`src/shared/uart_pin_pkg.sv`:
```
// package: register offsets, field positions, reset values and carriers
package uart_pin_pkg;

  // ---------------------------------------------------------------
  // register offsets (own map)
  // ---------------------------------------------------------------
  localparam logic [2:0] INT_EN_ADDR = 3'h1;
  localparam logic [2:0] FEAT_CTL_ADDR = 3'h2;
  localparam logic [2:0] MDM_CTL_ADDR = 3'h4;
  localparam logic [2:0] MSR_ADDR = 3'h6;
  localparam logic [2:0] ENH_FEAT_ADDR = 3'h7;
  localparam logic [2:0] TXD_ADDR = 3'h0;
  localparam logic [2:0] STAT_ADDR = 3'h5;

  // ---------------------------------------------------------------
  // field positions
  // ---------------------------------------------------------------
  localparam int ENH_DIR = 4;
  localparam int ENH_ARTS = 6;
  localparam int ENH_ACTS = 7;
  localparam int MDM_DTR = 0;
  localparam int MDM_RTS = 1;
  localparam int MDM_GPO = 2;
  localparam int MDM_IR = 6;
  localparam int FEAT_DIR = 3;
  localparam int INT_RTS = 6;
  localparam int INT_CTS = 7;

  // ---------------------------------------------------------------
  // reset values and counts
  // ---------------------------------------------------------------
  localparam logic [7:0] REG_RESET = 8'h00;
  localparam logic [3:0] BIT_CYCLES = 4'hF;   // cycles per serial bit - 1
  localparam logic [3:0] FRAME_BITS = 4'h9;   // start + 8 data + stop - 1
  localparam logic [3:0] BREAK_BITS = 4'hA;   // bits away from idle = break
  localparam logic [2:0] RX_TRIG = 3'h4;      // rx level that drops rts

  // bus request carrier
  typedef struct packed {
    logic [2:0] addr;
    logic [7:0] wdata;
    logic wr;
    logic rd;
  } bus_req_s;

  // modem pins, all active low at the pins
  typedef struct packed {
    logic cts_n;
    logic dsr_n;
    logic cd_n;
    logic ri_n;
  } modem_in_s;

endpackage

```
`src/uart_serial_modem_pin_control.sv`:
```
// pin-level serial, modem and mode-pin control of the uart
//
// Contract
// - tx idle high wired, low infrared
// - infrared from pin or software bit
// - flag break when rx leaves idle
// - auto rts gated by four register bits
// - auto rts needs rts asserted first
// - auto cts halts transmitter while deasserted
// - modem pins usable as general io
// - pc mode select enables address decode
// - printer decode in pc, else drive disable
// - output one general unless direction bit
// - direction pin low while transmitting
// - reset returns registers to defaults
// - direction high after last stop bit
// - direction needs both enable bits set
// - drive disable low during host read
//
// Our own choices: the placing of the registers and the strobed register port.
`timescale 1ns/1ps
module uart_serial_modem_pin_control (
  input wire logic sys_clk,
  input wire logic sys_rst,
  input wire uart_pin_pkg::bus_req_s bus_req,
  output logic [7:0] rdata,
  input wire logic infrared_enable_pin,
  input wire logic pc_mode_sel_n,
  input wire logic [9:3] host_addr,
  input wire logic host_read,
  input wire logic rx_pin,
  input wire uart_pin_pkg::modem_in_s modem_in,
  input wire logic [2:0] rx_level,
  output logic tx_pin,
  output logic rts_n,
  output logic dtr_n,
  output logic general_output_one_n,
  output logic printer_port2_decode_n,
  output logic bus_drive_disable_n,
  output logic com_decode
);

  // ---------------------------------------------------------------
  // pin synchronisers
  // ---------------------------------------------------------------
  // three stages; a change counts only once stages two and three agree
  logic [4:0] s1_q, s2_q, s3_q, pin_q;
  logic [4:0] pin_d;
  logic [4:0] raw;
  assign raw = {rx_pin, modem_in};
  always_comb begin
    for (int i = 0; i < 5; i++) begin
      pin_d[i] = (s2_q[i] == s3_q[i]) ? s3_q[i] : pin_q[i];
    end
  end
  always_ff @(posedge sys_clk or posedge sys_rst) begin
    if (sys_rst) begin
      s1_q <= 5'h1F;
      s2_q <= 5'h1F;
      s3_q <= 5'h1F;
      pin_q <= 5'h1F;
    end else begin
      s1_q <= raw;
      s2_q <= s1_q;
      s3_q <= s2_q;
      pin_q <= pin_d;
    end
  end
  logic rx_s, cts_s;
  assign rx_s = pin_q[4];
  assign cts_s = pin_q[3];

  // ---------------------------------------------------------------
  // register file
  // ---------------------------------------------------------------
  logic [7:0] int_en_q, feat_ctl_q, mdm_ctl_q, enh_feat_q;
  logic [7:0] int_en_d, feat_ctl_d, mdm_ctl_d, enh_feat_d;
  logic [7:0] txd_q, txd_d;
  logic load_q, load_d;
  logic break_q, break_d;
  logic [7:0] rdata_q, rdata_d;
  logic ir_mode;
  logic [3:0] st_bit_q, st_bit_d;
  logic tx_busy;
  assign ir_mode = infrared_enable_pin | mdm_ctl_q[uart_pin_pkg::MDM_IR];

  // writes update registers; status read clears break, set wins
  always_comb begin
    int_en_d = int_en_q;
    feat_ctl_d = feat_ctl_q;
    mdm_ctl_d = mdm_ctl_q;
    enh_feat_d = enh_feat_q;
    txd_d = txd_q;
    load_d = 1'b0;
    rdata_d = 8'h00;
    break_d = break_q;
    if (bus_req.wr) begin
      case (bus_req.addr)
        uart_pin_pkg::INT_EN_ADDR: int_en_d = bus_req.wdata;
        uart_pin_pkg::FEAT_CTL_ADDR: feat_ctl_d = bus_req.wdata;
        uart_pin_pkg::MDM_CTL_ADDR: mdm_ctl_d = bus_req.wdata;
        uart_pin_pkg::ENH_FEAT_ADDR: enh_feat_d = bus_req.wdata;
        uart_pin_pkg::TXD_ADDR: begin
          txd_d = bus_req.wdata;
          load_d = 1'b1;
        end
        default: ;
      endcase
    end
    if (bus_req.rd) begin
      case (bus_req.addr)
        uart_pin_pkg::INT_EN_ADDR: rdata_d = int_en_q;
        uart_pin_pkg::FEAT_CTL_ADDR: rdata_d = feat_ctl_q;
        uart_pin_pkg::MDM_CTL_ADDR: rdata_d = mdm_ctl_q;
        uart_pin_pkg::ENH_FEAT_ADDR: rdata_d = enh_feat_q;
        uart_pin_pkg::MSR_ADDR: rdata_d = {~pin_q[3:0], 4'h0};
        uart_pin_pkg::STAT_ADDR: begin
          rdata_d = {5'h00, ir_mode, tx_busy, break_q};
          break_d = 1'b0;
        end
        default: rdata_d = 8'h00;
      endcase
    end
    // break flag, rx away from idle level long enough
    if (st_bit_q == uart_pin_pkg::BREAK_BITS) begin
      break_d = 1'b1;
    end
  end
  // reset returns every register to default
  always_ff @(posedge sys_clk or posedge sys_rst) begin
    if (sys_rst) begin
      int_en_q <= uart_pin_pkg::REG_RESET;
      feat_ctl_q <= uart_pin_pkg::REG_RESET;
      mdm_ctl_q <= uart_pin_pkg::REG_RESET;
      enh_feat_q <= uart_pin_pkg::REG_RESET;
      txd_q <= uart_pin_pkg::REG_RESET;
      load_q <= 1'b0;
      break_q <= 1'b0;
      rdata_q <= 8'h00;
    end else begin
      int_en_q <= int_en_d;
      feat_ctl_q <= feat_ctl_d;
      mdm_ctl_q <= mdm_ctl_d;
      enh_feat_q <= enh_feat_d;
      txd_q <= txd_d;
      load_q <= load_d;
      break_q <= break_d;
      rdata_q <= rdata_d;
    end
  end

  // ---------------------------------------------------------------
  // break detector
  // ---------------------------------------------------------------
  // counts whole bit times with rx away from its mode idle level;
  // the partner is trusted to idle the line, so this only flags faults
  logic [3:0] st_cyc_q, st_cyc_d;
  logic rx_away;
  assign rx_away = ir_mode ? rx_s : ~rx_s;
  always_comb begin
    st_cyc_d = st_cyc_q;
    st_bit_d = st_bit_q;
    if (!rx_away) begin
      st_cyc_d = 4'h0;
      st_bit_d = 4'h0;
    end else if (st_bit_q != uart_pin_pkg::BREAK_BITS) begin
      st_cyc_d = st_cyc_q + 4'h1;
      if (st_cyc_q == uart_pin_pkg::BIT_CYCLES) begin
        st_bit_d = st_bit_q + 4'h1;
      end
    end
  end
  always_ff @(posedge sys_clk or posedge sys_rst) begin
    if (sys_rst) begin
      st_cyc_q <= 4'h0;
      st_bit_q <= 4'h0;
    end else begin
      st_cyc_q <= st_cyc_d;
      st_bit_q <= st_bit_d;
    end
  end

  // ---------------------------------------------------------------
  // transmitter
  // ---------------------------------------------------------------
  typedef enum logic [1:0] {TX_IDLE, TX_HALT, TX_SHIFT} tx_state_e;
  tx_state_e tx_q, tx_d;
  logic [9:0] sh_q, sh_d;
  logic [3:0] cyc_q, cyc_d, bit_q, bit_d;
  logic pend_q, pend_d;
  logic cts_ok;
  // auto cts: halt while cts deasserted
  assign cts_ok = !(enh_feat_q[uart_pin_pkg::ENH_ACTS]
                    && int_en_q[uart_pin_pkg::INT_CTS]) || !cts_s;
  assign tx_busy = (tx_q != TX_IDLE) | pend_q;
  always_comb begin
    tx_d = tx_q;
    sh_d = sh_q;
    cyc_d = cyc_q;
    bit_d = bit_q;
    pend_d = pend_q | load_q;
    case (tx_q)
      TX_IDLE: if (pend_q) begin
        tx_d = TX_HALT;
      end
      // waits at a frame boundary only, never mid-character
      TX_HALT: if (cts_ok) begin
        tx_d = TX_SHIFT;
        sh_d = {1'b1, txd_q, 1'b0};
        pend_d = load_q;
        cyc_d = 4'h0;
        bit_d = 4'h0;
      end
      TX_SHIFT: begin
        cyc_d = cyc_q + 4'h1;
        if (cyc_q == uart_pin_pkg::BIT_CYCLES) begin
          sh_d = {1'b1, sh_q[9:1]};
          bit_d = bit_q + 4'h1;
          if (bit_q == uart_pin_pkg::FRAME_BITS) begin
            tx_d = TX_IDLE;
          end
        end
      end
      default: tx_d = TX_IDLE;
    endcase
  end
  always_ff @(posedge sys_clk or posedge sys_rst) begin
    if (sys_rst) begin
      tx_q <= TX_IDLE;
      sh_q <= 10'h3FF;
      cyc_q <= 4'h0;
      bit_q <= 4'h0;
      pend_q <= 1'b0;
    end else begin
      tx_q <= tx_d;
      sh_q <= sh_d;
      cyc_q <= cyc_d;
      bit_q <= bit_d;
      pend_q <= pend_d;
    end
  end

  // ---------------------------------------------------------------
  // pin outputs
  // ---------------------------------------------------------------
  logic tx_d2, rts_d, dtr_d, gpo_d, printer_port2_decode_n_d, drv_dis_d, com_d;
  logic arts_en_q, arts_en_d, dir_en;
  always_comb begin
    // line bit inverted in infrared mode
    tx_d2 = ((tx_q == TX_SHIFT) ? sh_q[0] : 1'b1) ^ ir_mode;
    // auto rts armed once rts bit set
    arts_en_d = arts_en_q;
    if (!mdm_ctl_q[uart_pin_pkg::MDM_RTS]) begin
      arts_en_d = 1'b0;
    end else if (enh_feat_q[uart_pin_pkg::ENH_ARTS]
                 && int_en_q[uart_pin_pkg::INT_RTS]) begin
      arts_en_d = 1'b1;
    end
    // rts and dtr plain outputs from control bits
    rts_d = ~mdm_ctl_q[uart_pin_pkg::MDM_RTS];
    dtr_d = ~mdm_ctl_q[uart_pin_pkg::MDM_DTR];
    // auto rts follows rx level vs trigger
    if (arts_en_q && feat_ctl_q[1:0] != 2'b00) begin
      rts_d = (rx_level >= uart_pin_pkg::RX_TRIG);
    end
    // direction only with both enable bits
    dir_en = enh_feat_q[uart_pin_pkg::ENH_DIR]
             & feat_ctl_q[uart_pin_pkg::FEAT_DIR];
    // low while busy, high after stop bit
    gpo_d = dir_en ? ~tx_busy : ~mdm_ctl_q[uart_pin_pkg::MDM_GPO];
    // pc mode decode of serial port range
    com_d = ~pc_mode_sel_n
            & ((host_addr == 7'h7F) | (host_addr == 7'h5F));
    // printer port 2 decode in pc mode
    printer_port2_decode_n_d = ~(host_addr == 7'h4F);
    // drive disable low during host read; in pc mode it follows printer decode
    drv_dis_d = ~host_read;
    if (!pc_mode_sel_n) begin
      drv_dis_d = printer_port2_decode_n_d;
    end
  end
  always_ff @(posedge sys_clk or posedge sys_rst) begin
    if (sys_rst) begin
      tx_pin <= 1'b1;
      rts_n <= 1'b1;
      dtr_n <= 1'b1;
      general_output_one_n <= 1'b1;
      printer_port2_decode_n <= 1'b1;
      bus_drive_disable_n <= 1'b1;
      com_decode <= 1'b0;
      arts_en_q <= 1'b0;
    end else begin
      tx_pin <= tx_d2;
      rts_n <= rts_d;
      dtr_n <= dtr_d;
      general_output_one_n <= gpo_d;
      printer_port2_decode_n <= ~pc_mode_sel_n ? printer_port2_decode_n_d : 1'b1;
      bus_drive_disable_n <= drv_dis_d;
      com_decode <= com_d;
      arts_en_q <= arts_en_d;
    end
  end
  assign rdata = rdata_q;

endmodule // uart_serial_modem_pin_control

```
`config.mk`:
```
export PLATFORM = sky130hd
export DESIGN_NAME = uart_serial_modem_pin_control
export DESIGN_NICKNAME = d
export VERILOG_FILES = /design/src/shared/uart_pin_pkg.sv /design/src/uart_serial_modem_pin_control.sv
export SDC_FILE = /design/constraint.sdc
export NUM_CORES = 1
export LEC_CHECK = 0
export ABC_AREA = 1
export BUFFER_PORTS_ARGS = -buffer_cell sky130_fd_sc_hd__buf_4
export CORE_UTILIZATION = 45
export CTS_CLUSTER_SIZE = 20
export DETAILED_ROUTE_END_ITERATION = 8
export MAX_ROUTING_LAYER = met4
export PLACE_DENSITY = 0.66
export SETUP_SLACK_MARGIN = 0.1
export SYNTH_ARGS = -nofsm -noshare
export SYNTH_HDL_FRONTEND = slang
export SYNTH_SLANG_ARGS = --single-unit
```
`constraint.sdc`:
```
create_clock -name sys_clk -period 3.2 [get_ports sys_clk]
set_input_delay 0.32 -clock sys_clk [delete_from_list [all_inputs] [get_ports sys_clk]]
set_output_delay 0.32 -clock sys_clk [all_outputs]
set_load 0.1 [all_outputs]
```
* Word level (Yosys, flattened, before mapping)
Index checks and enable logic that the tools add are counted. W data, S select, Z words.
Storage, ports and cells: bits in registers 107, bits of input ports 33, output and inout port bits 15, logic and storage cells 137
Operators by class: add/sub/neg operators 4, $lt $le $gt $ge 1, eq/ne operators 28, multiplexer cells 34, bitwise logic cells 16, reduce and logical (&&, ||, !) cells 23
Operator list (number):
- $pmux W8 S6 | 1
- $mux W4 | 7
- $eq A7 B7 Y1 const B | 3
- $mux W10 | 2
- $pmux W10 S2 | 1
- $add A4 B1 Y4 const B | 4
- $eq A4 B4 Y1 const B | 4
- $pmux W4 S2 | 2
- $reduce_and A2 Y1 | 8
- $mux W1 | 15
- $eq A3 B3 Y1 const B | 4
- $reduce_bool A2 Y1 | 5
- $mux W2 | 4
- $mux W8 | 1
- $ne A2 B2 Y1 const B | 4
- $not A1 Y1 | 8
- $ne A2 B1 Y1 const B | 3
- $pmux W2 S3 | 1
- $eq A1 B1 Y1 | 5
- $ne A4 B4 Y1 const B | 1
- $not A4 Y4 | 1
- $or A1 B1 Y1 | 4
- $reduce_and A4 Y1 | 1
- $eq A3 B1 Y1 const B | 1
- 12 further kinds | 16

* Depth between registers and ports, before layout
Gate-level depths: netlist of run 1.
word-level depth 5, mapped depth 8, depth with buffers taken out 8

* Worst setup path before layout of run 1
OpenSTA, ideal clock, no wires.
path kind flip-flop to flip-flop, start register cyc_q[0], end register sh_q[1], library setup time 0.079 ns, arrival time 1.249 ns, required time 3.121 ns, slack 1.873 ns, cell stages (with the launch flop) 8, buffers on the path 1, period minus slack after synthesis 1.327 ns, path through dfrtp_1 ha_1 nand3_1 inv_1 nand2_1 nand2_2 buf_4 o21ai_0
On the way: word-level cells in the longest chain between the ends 3
RTL lines:
- start: declaration | RTL line uart_serial_modem_pin_control.sv:189 | logic [3:0] cyc_q, cyc_d, bit_q, bit_d;
- start signal: assignment | RTL line uart_serial_modem_pin_control.sv:237 | cyc_q <= cyc_d;
- $eq A4 B4 Y1 | RTL line uart_serial_modem_pin_control.sv:216 | if (cyc_q == uart_pin_pkg::BIT_CYCLES) begin
- $ne A2 B2 Y1 (no line)
- $reduce_and A3 Y1 (no line)
- end signal: assignment | RTL line uart_serial_modem_pin_control.sv:230 | sh_q <= 10'h3FF;
- end signal: assignment | RTL line uart_serial_modem_pin_control.sv:236 | sh_q <= sh_d;
- end: declaration | RTL line uart_serial_modem_pin_control.sv:188 | logic [9:0] sh_q, sh_d;
Every way passes these cells. A chain may end at the register's enable or synchronous reset.

* Worst setup path in the final report of run 1
start register st_bit_q[0], end register st_bit_q[1]
On the way: word-level cells in the longest chain between the ends 4, elaborated cells on any way between the ends 7, those cells by class add/sub: 1; eq/ne: 2; mux: 3; reduce/logical: 1
RTL lines:
- start: declaration | RTL line uart_serial_modem_pin_control.sv:83 | logic [3:0] st_bit_q, st_bit_d;
- start signal: assignment | RTL line uart_serial_modem_pin_control.sv:179 | st_bit_q <= st_bit_d;
- $add A4 B1 Y4 | RTL line uart_serial_modem_pin_control.sv:169 | st_bit_d = st_bit_q + 4'h1;
- $mux W4 | RTL line uart_serial_modem_pin_control.sv:168 | if (st_cyc_q == uart_pin_pkg::BIT_CYCLES) begin
- $mux W4 | RTL line uart_serial_modem_pin_control.sv:166 | end else if (st_bit_q != uart_pin_pkg::BREAK_BITS) begin
- $mux W4 | RTL line uart_serial_modem_pin_control.sv:163 | if (!rx_away) begin
Parallel ways exist; a longest one is shown, timed or not. The select of a mux whose other input is x is not followed.

==> results of run 1 <==
[power by group through the flow]
| stage | clock network, W | registers (W) | logic (W) |
|---|---|---|---|
| floorplan | 0 | 0.00190 | 0.000404 |
| global placement | 0 | 0.00178 | 0.000680 |
| detailed placement | 0 | 0.00179 | 0.000703 |
| CTS | 0.000782 | 0.00177 | 0.000704 |
| global route | 0.000835 | 0.00180 | 0.000797 |
| finish | 0.000758 | 0.00177 | 0.000697 |
[logic make-up after synthesis]
logic type	synth area share [%]
buffers and inverters	6.14
AO/OA/AOI/OAI	8.92
XOR/XNOR	0.963
AND/OR/NAND/NOR	21.9
flip-flops	59.3
adder cells (fa/ha/maj)	2.75
[cell type report]
cell class                 instances  share of cell area (%)
tap                              133                    3.23
inverter                          50                    3.69
multi-input combinational        320                    30.5
clock buffer                       9                    2.40
timing repair buffer              47                    6.84
sequential                       106                    52.3
clock inverter                     7                    1.04
[final timing paths]
kind,start,to,slack (ns),depth (start not counted)
setup / recovery,st_bit_q[0]$_DFFE_PP0P_,st_bit_q[1]$_DFFE_PP0P_,1.65,8
hold / removal,modem_in[2],s1_q[2]$_DFF_PP1_,0.04,1
setup reg to reg,st_bit_q[0]$_DFFE_PP0P_,st_bit_q[1]$_DFFE_PP0P_,1.65,8
hold reg to reg,s1_q[0]$_DFF_PP1_,s2_q[0]$_DFF_PP1_,0.36,0
max in group asynchronous,sys_rst,s1_q[0]$_DFF_PP1_,2.17,3
min in group asynchronous,sys_rst,cyc_q[3]$_DFFE_PP0P_,0.16,2
[state kept, by name, indices dropped and copies added (netlist names), 2 cells and up]
signal / flops
sh_q: 9
enh_feat_q: 8
feat_ctl_q: 8
int_en_q: 8
mdm_ctl_q: 8
rdata: 8
txd_q: 8
pin_q: 5
s1_q: 5
s2_q: 5
s3_q: 5
bit_q: 4
cyc_q: 4
st_bit_q: 4
st_cyc_q: 4
tx_q: 2
[stage by stage]
stage                     power, W  utilization, %  setup slack, ns
final                      0.00322            52.7             1.65
after global routing       0.00343            52.7             1.49
after CTS                  0.00325            52.7             1.67
after detailed placement   0.00249            50.9             1.58
after global placement     0.00246            50.9             1.62
after floorplan            0.00231               -            0.149
[layer usage]
layer	vias to the layer above	track usage, %
li1	1672	-
met1	1596	26.8
met4	0	6.15
met3	13	4.54
met5	-	-
met2	88	29.4
[synth_stat cells]
cell type,instances,area share [%]
sky130_fd_sc_hd__clkbuf_1,6,0.50
sky130_fd_sc_hd__nor2_1,37,3.1
sky130_fd_sc_hd__dfstp_2,35,20
sky130_fd_sc_hd__clkinv_1,1,0.082
sky130_fd_sc_hd__a21o_1,1,0.17
sky130_fd_sc_hd__nand2_2,3,0.41
sky130_fd_sc_hd__xnor2_1,2,0.39
sky130_fd_sc_hd__nor2_4,2,0.50
sky130_fd_sc_hd__ha_1,6,1.7
sky130_fd_sc_hd__buf_2,1,0.11
sky130_fd_sc_hd__o21ai_1,4,0.44
sky130_fd_sc_hd__buf_6,3,0.74
sky130_fd_sc_hd__inv_1,49,4.0
sky130_fd_sc_hd__nand3b_1,1,0.17
sky130_fd_sc_hd__nand2_1,128,11
sky130_fd_sc_hd__nand4_1,16,2.2
sky130_fd_sc_hd__nand2_4,1,0.25
sky130_fd_sc_hd__maj3_1,5,1.1
sky130_fd_sc_hd__nor2_2,2,0.28
sky130_fd_sc_hd__nand3_1,38,4.2
sky130_fd_sc_hd__nand3_2,1,0.22
sky130_fd_sc_hd__a21oi_1,9,0.99
sky130_fd_sc_hd__buf_4,4,0.66
sky130_fd_sc_hd__o21ai_0,50,5.5
sky130_fd_sc_hd__dfrtp_1,71,39
sky130_fd_sc_hd__o22ai_1,2,0.28
sky130_fd_sc_hd__xor2_1,3,0.58
sky130_fd_sc_hd__nor3_1,1,0.11
sky130_fd_sc_hd__o21ai_2,8,1.5
[cell usage in the layout (no fill, tap or decap), types with 2 or more instances in the layout]
cell                         instances
sky130_fd_sc_hd__nand2_1           128
sky130_fd_sc_hd__dfrtp_1            71
sky130_fd_sc_hd__o21ai_0            50
sky130_fd_sc_hd__inv_1              48
sky130_fd_sc_hd__buf_4              47
sky130_fd_sc_hd__nand3_1            38
sky130_fd_sc_hd__nor2_1             37
sky130_fd_sc_hd__dfstp_2            35
sky130_fd_sc_hd__nand4_1            16
sky130_fd_sc_hd__a21oi_1             9
sky130_fd_sc_hd__clkbuf_8            9
sky130_fd_sc_hd__o21ai_2             8
sky130_fd_sc_hd__ha_1                6
sky130_fd_sc_hd__maj3_1              5
sky130_fd_sc_hd__o21ai_1             4
sky130_fd_sc_hd__nand2_2             3
sky130_fd_sc_hd__xor2_1              3
sky130_fd_sc_hd__nor2_2              2
sky130_fd_sc_hd__nor2_4              2
sky130_fd_sc_hd__o22ai_1             2
sky130_fd_sc_hd__xnor2_1             2
sky130_fd_sc_hd__clkinvlp_4          2
sky130_fd_sc_hd__clkinv_2            2
[critical path: stages (launching register included)]
cell and delay, ns:
sky130_fd_sc_hd__dfrtp_1 0.44, sky130_fd_sc_hd__inv_1 0.09, sky130_fd_sc_hd__ha_1 0.14, sky130_fd_sc_hd__nand2_1 0.05
sky130_fd_sc_hd__nor2_1 0.21, sky130_fd_sc_hd__nor2_1 0.15, sky130_fd_sc_hd__nor2_1 0.25, sky130_fd_sc_hd__nand2_1 0.09
sky130_fd_sc_hd__nand2_1 0.08
==> impl_metrics.csv, run 1 <==
group,metric,value,unit
cts,worstSkewPairLatency,0.38,ns
cts,ctsRootBufferMaster,"sky130_fd_sc_hd__clkbuf_8",
power_and_ir_drop,pwr_density_cell,625,nW/um^2
global_route,grt_start_max_net_pins,82,
synthesis,synth.yosys.warnings,0,
timing,period_minus_slack,1.55,ns
synthesis,sequential_to_total_area_share_from_yosys_stat,59.3,%
global_route,grt_pass1_vias,3160,
timing,maxSlewHeadroom,34.9,%
final_layout,total_of_fill_cells_in_the_finished_design,926,
cts,post-cts-setup-buffer-count,0,
route,detail_route.first_pass.iterations,5,
critical_path,critPathMaxFanout,5,
global_route,gr-usage-all-layers,19.7,%
timing,fin_worst_hold_slack,0.0439,ns
timing,report.final.hold_viol_count,0,
power_and_ir_drop,combPwrFrac,21.6,%
route,routed-via-count,3369,
power_and_ir_drop,power_switching_share,33.5,%
final_layout,area_growth_from_synthesis_to_final_layout,13.4,%
timing,worst-slew-pin-transition,0.976,ns
floorplan,ioPinCount,48,
floorplan,std_cell_rows,36,
power_and_ir_drop,power_share_of_the_clock_group,23.5,%
synthesis,yosys_register_bits,106,
synthesis,yosys.cell_types.count,29,
route,remaining_drc_errors,0,
place,detailed_place_hpwl,6380,um
route,routed_wirelength_normalized_by_instance_count,13.7,um
timing,timing.setup.tns,0,ns
final_layout,number_of_nets_at_the_end_of_the_flow,573,
place,post-place-cells,656,
hold_path,min-delay-path-class,"primary input to flip-flop",
route,dr.first_iter.drc_count,167,
timing,fmax,645,MHz
power_and_ir_drop,power.net_switching,0.00108,W
cts,clk_pin_slew,0.10,ns
global_route,grt_pass1_wl,15100,um
cts,ctsLongestPathBuffers,2,
timing,finalCritPeriodShare,48.5,%
cts,cts-resized-gates,0,
route,met2RoutedLength,4270,um
place,gp_congestion,0.803,
status,run_status,"complete, no violations",
critical_path,setup.worst_path.start_class,"flip-flop",
cts,cts_made_buffers,9,
critical_path,critical_path_required,3.52,ns
power_and_ir_drop,leakagePower,2.52,nW
floorplan,core_area,9770,um^2
timing,timing.final.setup_violations,0,
synthesis,synthCells,490,
power_and_ir_drop,p_seq_share,54.9,%
final_layout,multiInputGateArea,1570,um^2
route,via_per_inst,5.01,
timing,max_transition_viols_final,0,
final_layout,seq_area,2700,um^2
critical_path,cp.arrival,1.87,ns
job,drv_cap,0,
cts,cts_tree,"built",
route,topRoutingLayerUsed,"met4",
cts,cts_sinks,106,
floorplan,initial_utilization,46.5,%
cts,cts.hold.buffers_added,0,
floorplan,dieArea,10500,um^2
global_route,antenna_found_initial,0,
place,dpl_cell_area,4980,um^2
synthesis,synth_area_per_cell,9.28,um^2
route,routed_wl,9220,um
critical_path,critical_path.endpoint_type,"flip-flop",
final_layout,final_instance_area,5150,um^2
final_layout,stdcell_count,672,
place,placement.io_buffers,45,
final_layout,layout_cells_sized_above_1,21.5,%
route,detail-route-antenna-nets,0,
power_and_ir_drop,p_int,0.00214,W
floorplan,die_height,103,um
timing,finClkSkew,0.0153,ns
global_route,grt.overflow.total,0,
cts,htreeDepth,3,
synthesis,post_synth_instance_area,4550,um^2
floorplan,die_width,103,um
critical_path,cp_class,"flip-flop to flip-flop",
synthesis,synth.net_count,529,
route,met3_routed_length,474,um
power_and_ir_drop,maximum_vdd_drop,0.000320,V
final_layout,diodes,0,
route,wl_met1,4370,um
timing,rsz0062_at_grt,"false",
Power figures use the tool's default switching activity.
==> inputs of run 2 (changes only) <==
- PLACE_DENSITY: 0.66 -> unset
- clock period: 3.2 -> 1.5 ns (I/O delays scaled with it)
==> impl_metrics.csv, run 2 (same netlist as run 1, synthesis figures left out) <==
group,metric,value,unit
floorplan,core_area,9770,um^2
timing,fin_worst_hold_slack,0.0126,ns
power_and_ir_drop,power.net_switching,0.00228,W
cts,worstSkewPairLatency,0.37,ns
critical_path,crit-reg2reg-capture,"st_cyc_q[2]$_DFFE_PP0P_",
timing,fmax,746,MHz
global_route,gr-usage-all-layers,19.9,%
timing,finClkSkew,0.0127,ns
timing,worst-slew-pin-transition,0.572,ns
route,dr.first_iter.drc_count,217,
final_layout,mostFrequentLayoutCells,"sky130_fd_sc_hd__nand2_1 (126), sky130_fd_sc_hd__dfrtp_1 (71), sky130_fd_sc_hd__buf_4 (61), sky130_fd_sc_hd__o21ai_0 (48), sky130_fd_sc_hd__inv_1 (47)",
critical_path,crit_end,"st_cyc_q[2]$_DFFE_PP0P_",
floorplan,std_cell_rows,36,
critical_path,startpoint,"st_bit_q[1]$_DFFE_PP0P_",
route,routed_wl,9340,um
global_route,grt_pass1_vias,3142,
status,run_status,"complete, no violations",
cts,clk_pin_slew,0.10,ns
final_layout,diodes,0,
critical_path,critical_path_required,1.76,ns
hold_path,min-delay-path-class,"primary input to flip-flop",
timing,report.final.hold_viol_count,0,
timing,timing.final.setup_violations,0,
final_layout,seq_area,2700,um^2
power_and_ir_drop,p_seq_share,54.2,%
critical_path,path_depth,8,
cts,cts_tree,"built",
timing,period_minus_slack,1.34,ns
critical_path,cp_class,"flip-flop to flip-flop",
power_and_ir_drop,pwr_density_cell,1280,nW/um^2
final_layout,total_of_fill_cells_in_the_finished_design,888,
cts,ctsRootBufferMaster,"sky130_fd_sc_hd__clkbuf_8",
global_route,grt_pass1_wl,15300,um
route,routed-via-count,3440,
floorplan,die_height,103,um
place,dpl_cell_area,5100,um^2
final_layout,largest_register,"sh_q",
final_layout,number_of_nets_at_the_end_of_the_flow,600,
route,via_per_inst,4.92,
floorplan,initial_utilization,46.5,%
timing,timing.setup.tns,0,ns
cts,cts_made_buffers,9,
power_and_ir_drop,fin_total_pwr,0.00693,W
timing,maxSlewHeadroom,61.8,%
route,detail_route.first_pass.iterations,4,
timing,finalCritPeriodShare,89.4,%
final_layout,max_ffs_per_register,9,
final_layout,final_instance_area,5420,um^2
job,drv_cap,0,
critical_path,critical-path-slowest-cell,"sky130_fd_sc_hd__dfrtp_1",
route,remaining_drc_errors,0,
place,detailed_place_hpwl,6260,um
power_and_ir_drop,leakagePower,2.65,nW
final_layout,area_growth_from_synthesis_to_final_layout,19.2,%
power_and_ir_drop,power_switching_share,32.9,%
critical_path,worst_path_dominant_cell_family,"flip-flops",
cts,ctsLongestPathBuffers,2,
critical_path,critical_path.endpoint_type,"flip-flop",
critical_path,critPathMaxFanout,6,
power_and_ir_drop,p_int,0.00465,W
critical_path,setup.worst_path.start_class,"flip-flop",
critical_path,timing.rr.start,"st_bit_q[1]$_DFFE_PP0P_",
final_layout,mostFrequentLayoutCell,"sky130_fd_sc_hd__nand2_1",
timing,rsz0062_at_grt,"true",
power_and_ir_drop,power_share_of_the_clock_group,22.5,%
final_layout,layout_cells_sized_above_1,24.4,%
floorplan,ioPinCount,48,
power_and_ir_drop,maximum_vdd_drop,0.000472,V
critical_path,slowest_delay,0.44,ns
critical_path,timing.reg2reg.worst_path_depth,8,
floorplan,dieArea,10500,um^2
cts,htreeDepth,3,
critical_path,cp.buffers_inverters,2,
global_route,grt.overflow.total,0,
final_layout,multiInputGateArea,1600,um^2
cts,cts_sinks,106,
place,placement.io_buffers,45,
floorplan,die_width,103,um
global_route,grt_start_max_net_pins,107,
timing,max_transition_viols_final,0,
place,gp_congestion,0.903,
route,detail-route-antenna-nets,0,
power_and_ir_drop,combPwrFrac,23.3,%
critical_path,cp_cell_sequence,"ha_1 -> nand2_1 -> nor2_1 -> buf_4 -> inv_2 -> nand2_1 -> o21ai_0 -> nor2_1",
critical_path,setup.reg_to_reg.worst_slack,0.16,ns
critical_path,cp.arrival,1.60,ns
route,routed_wirelength_normalized_by_instance_count,13.4,um
global_route,antenna_found_initial,0,
==> run 2: how the worst min path moves through the flow <==
stage / start / end / slack [ns] / cells after the start
6_report: host_addr[8] / printer_port2_decode_n$_DFF_PP1_ / 0.01 / 3
5_1_grt: host_addr[8] / printer_port2_decode_n$_DFF_PP1_ / 0.01 / 3
4_1_cts: rx_level[2] / rts_n$_DFF_PP1_ / 0.0006 / 3
3_5_place_dp: modem_in[3] / s1_q[3]$_DFF_PP1_ / 0.26 / 1
3_3_place_gp: modem_in[0] / s1_q[0]$_DFF_PP1_ / 0.26 / 1
2_1_floorplan: modem_in[0] / s1_q[0]$_DFF_PP1_ / 0.15 / 0
==> run 2: power groups by stage <==
stage                     sequential (W)  combinational, W  clock (W)
final                            0.00375           0.00161    0.00156
after global routing             0.00382           0.00181    0.00173
after CTS                        0.00376           0.00157    0.00162
after detailed placement         0.00381           0.00155          0
after global placement           0.00380           0.00150          0
after floorplan                  0.00406          0.000863          0
==> run 2: stage by stage <==
| step | instances | utilization, % | setup slack, ns |
|---|---|---|---|
| final | 699 | 55.5 | 0.159 |
| after global routing | 699 | 55.5 | 0.0785 |
| after CTS | 694 | 54.9 | 0.0981 |
| after detailed placement | 669 | 52.2 | 0.101 |
| after global placement | 669 | 52.2 | 0.131 |
| after floorplan | 490 | - | 0.105 |
==> run 2: metal layers <==
metal / up-vias / share of wire, % / track usage (%)
li1: 1733 / - / -
met1: 1620 / 49 / 27.6
met2: 80 / 46 / 29.6
met3: 7 / 4.3 / 4.88
met4: 0 / 0.65 / 4.84
met5: - / 0 / -
==> run 2: final cells by class <==
class	count	area share (%)
clock buffers	10	2.35
multi-input cells	321	29.5
clock inverters	6	0.739
repair buffers	73	11.0
inverters	50	3.53
flip-flops and latches	106	49.7
well taps	133	3.07
==> run 2: what timing repair did <==
| item | 4_1_cts | 5_1_grt |
|---|---|---|
| cloned | 0 | 1 |
| pin swaps | 0 | 1 |
| hold buffers | 9 | 1 |
| endpoints found under the hold margin | 78 | 1 |
| setup buffers | 0 | 3 |
| resized for setup | 2 | 8 |
| setup endpoints to repair | 5 | 17 |
==> run 2: worst reg2reg max path: stages (launching register included) <==
cell and delay (ns):
sky130_fd_sc_hd__dfrtp_1 0.44, sky130_fd_sc_hd__ha_1 0.20, sky130_fd_sc_hd__nand2_1 0.06, sky130_fd_sc_hd__nor2_1 0.05
sky130_fd_sc_hd__buf_4 0.15, sky130_fd_sc_hd__inv_2 0.09, sky130_fd_sc_hd__nand2_1 0.05, sky130_fd_sc_hd__o21ai_0 0.14
sky130_fd_sc_hd__nor2_1 0.05
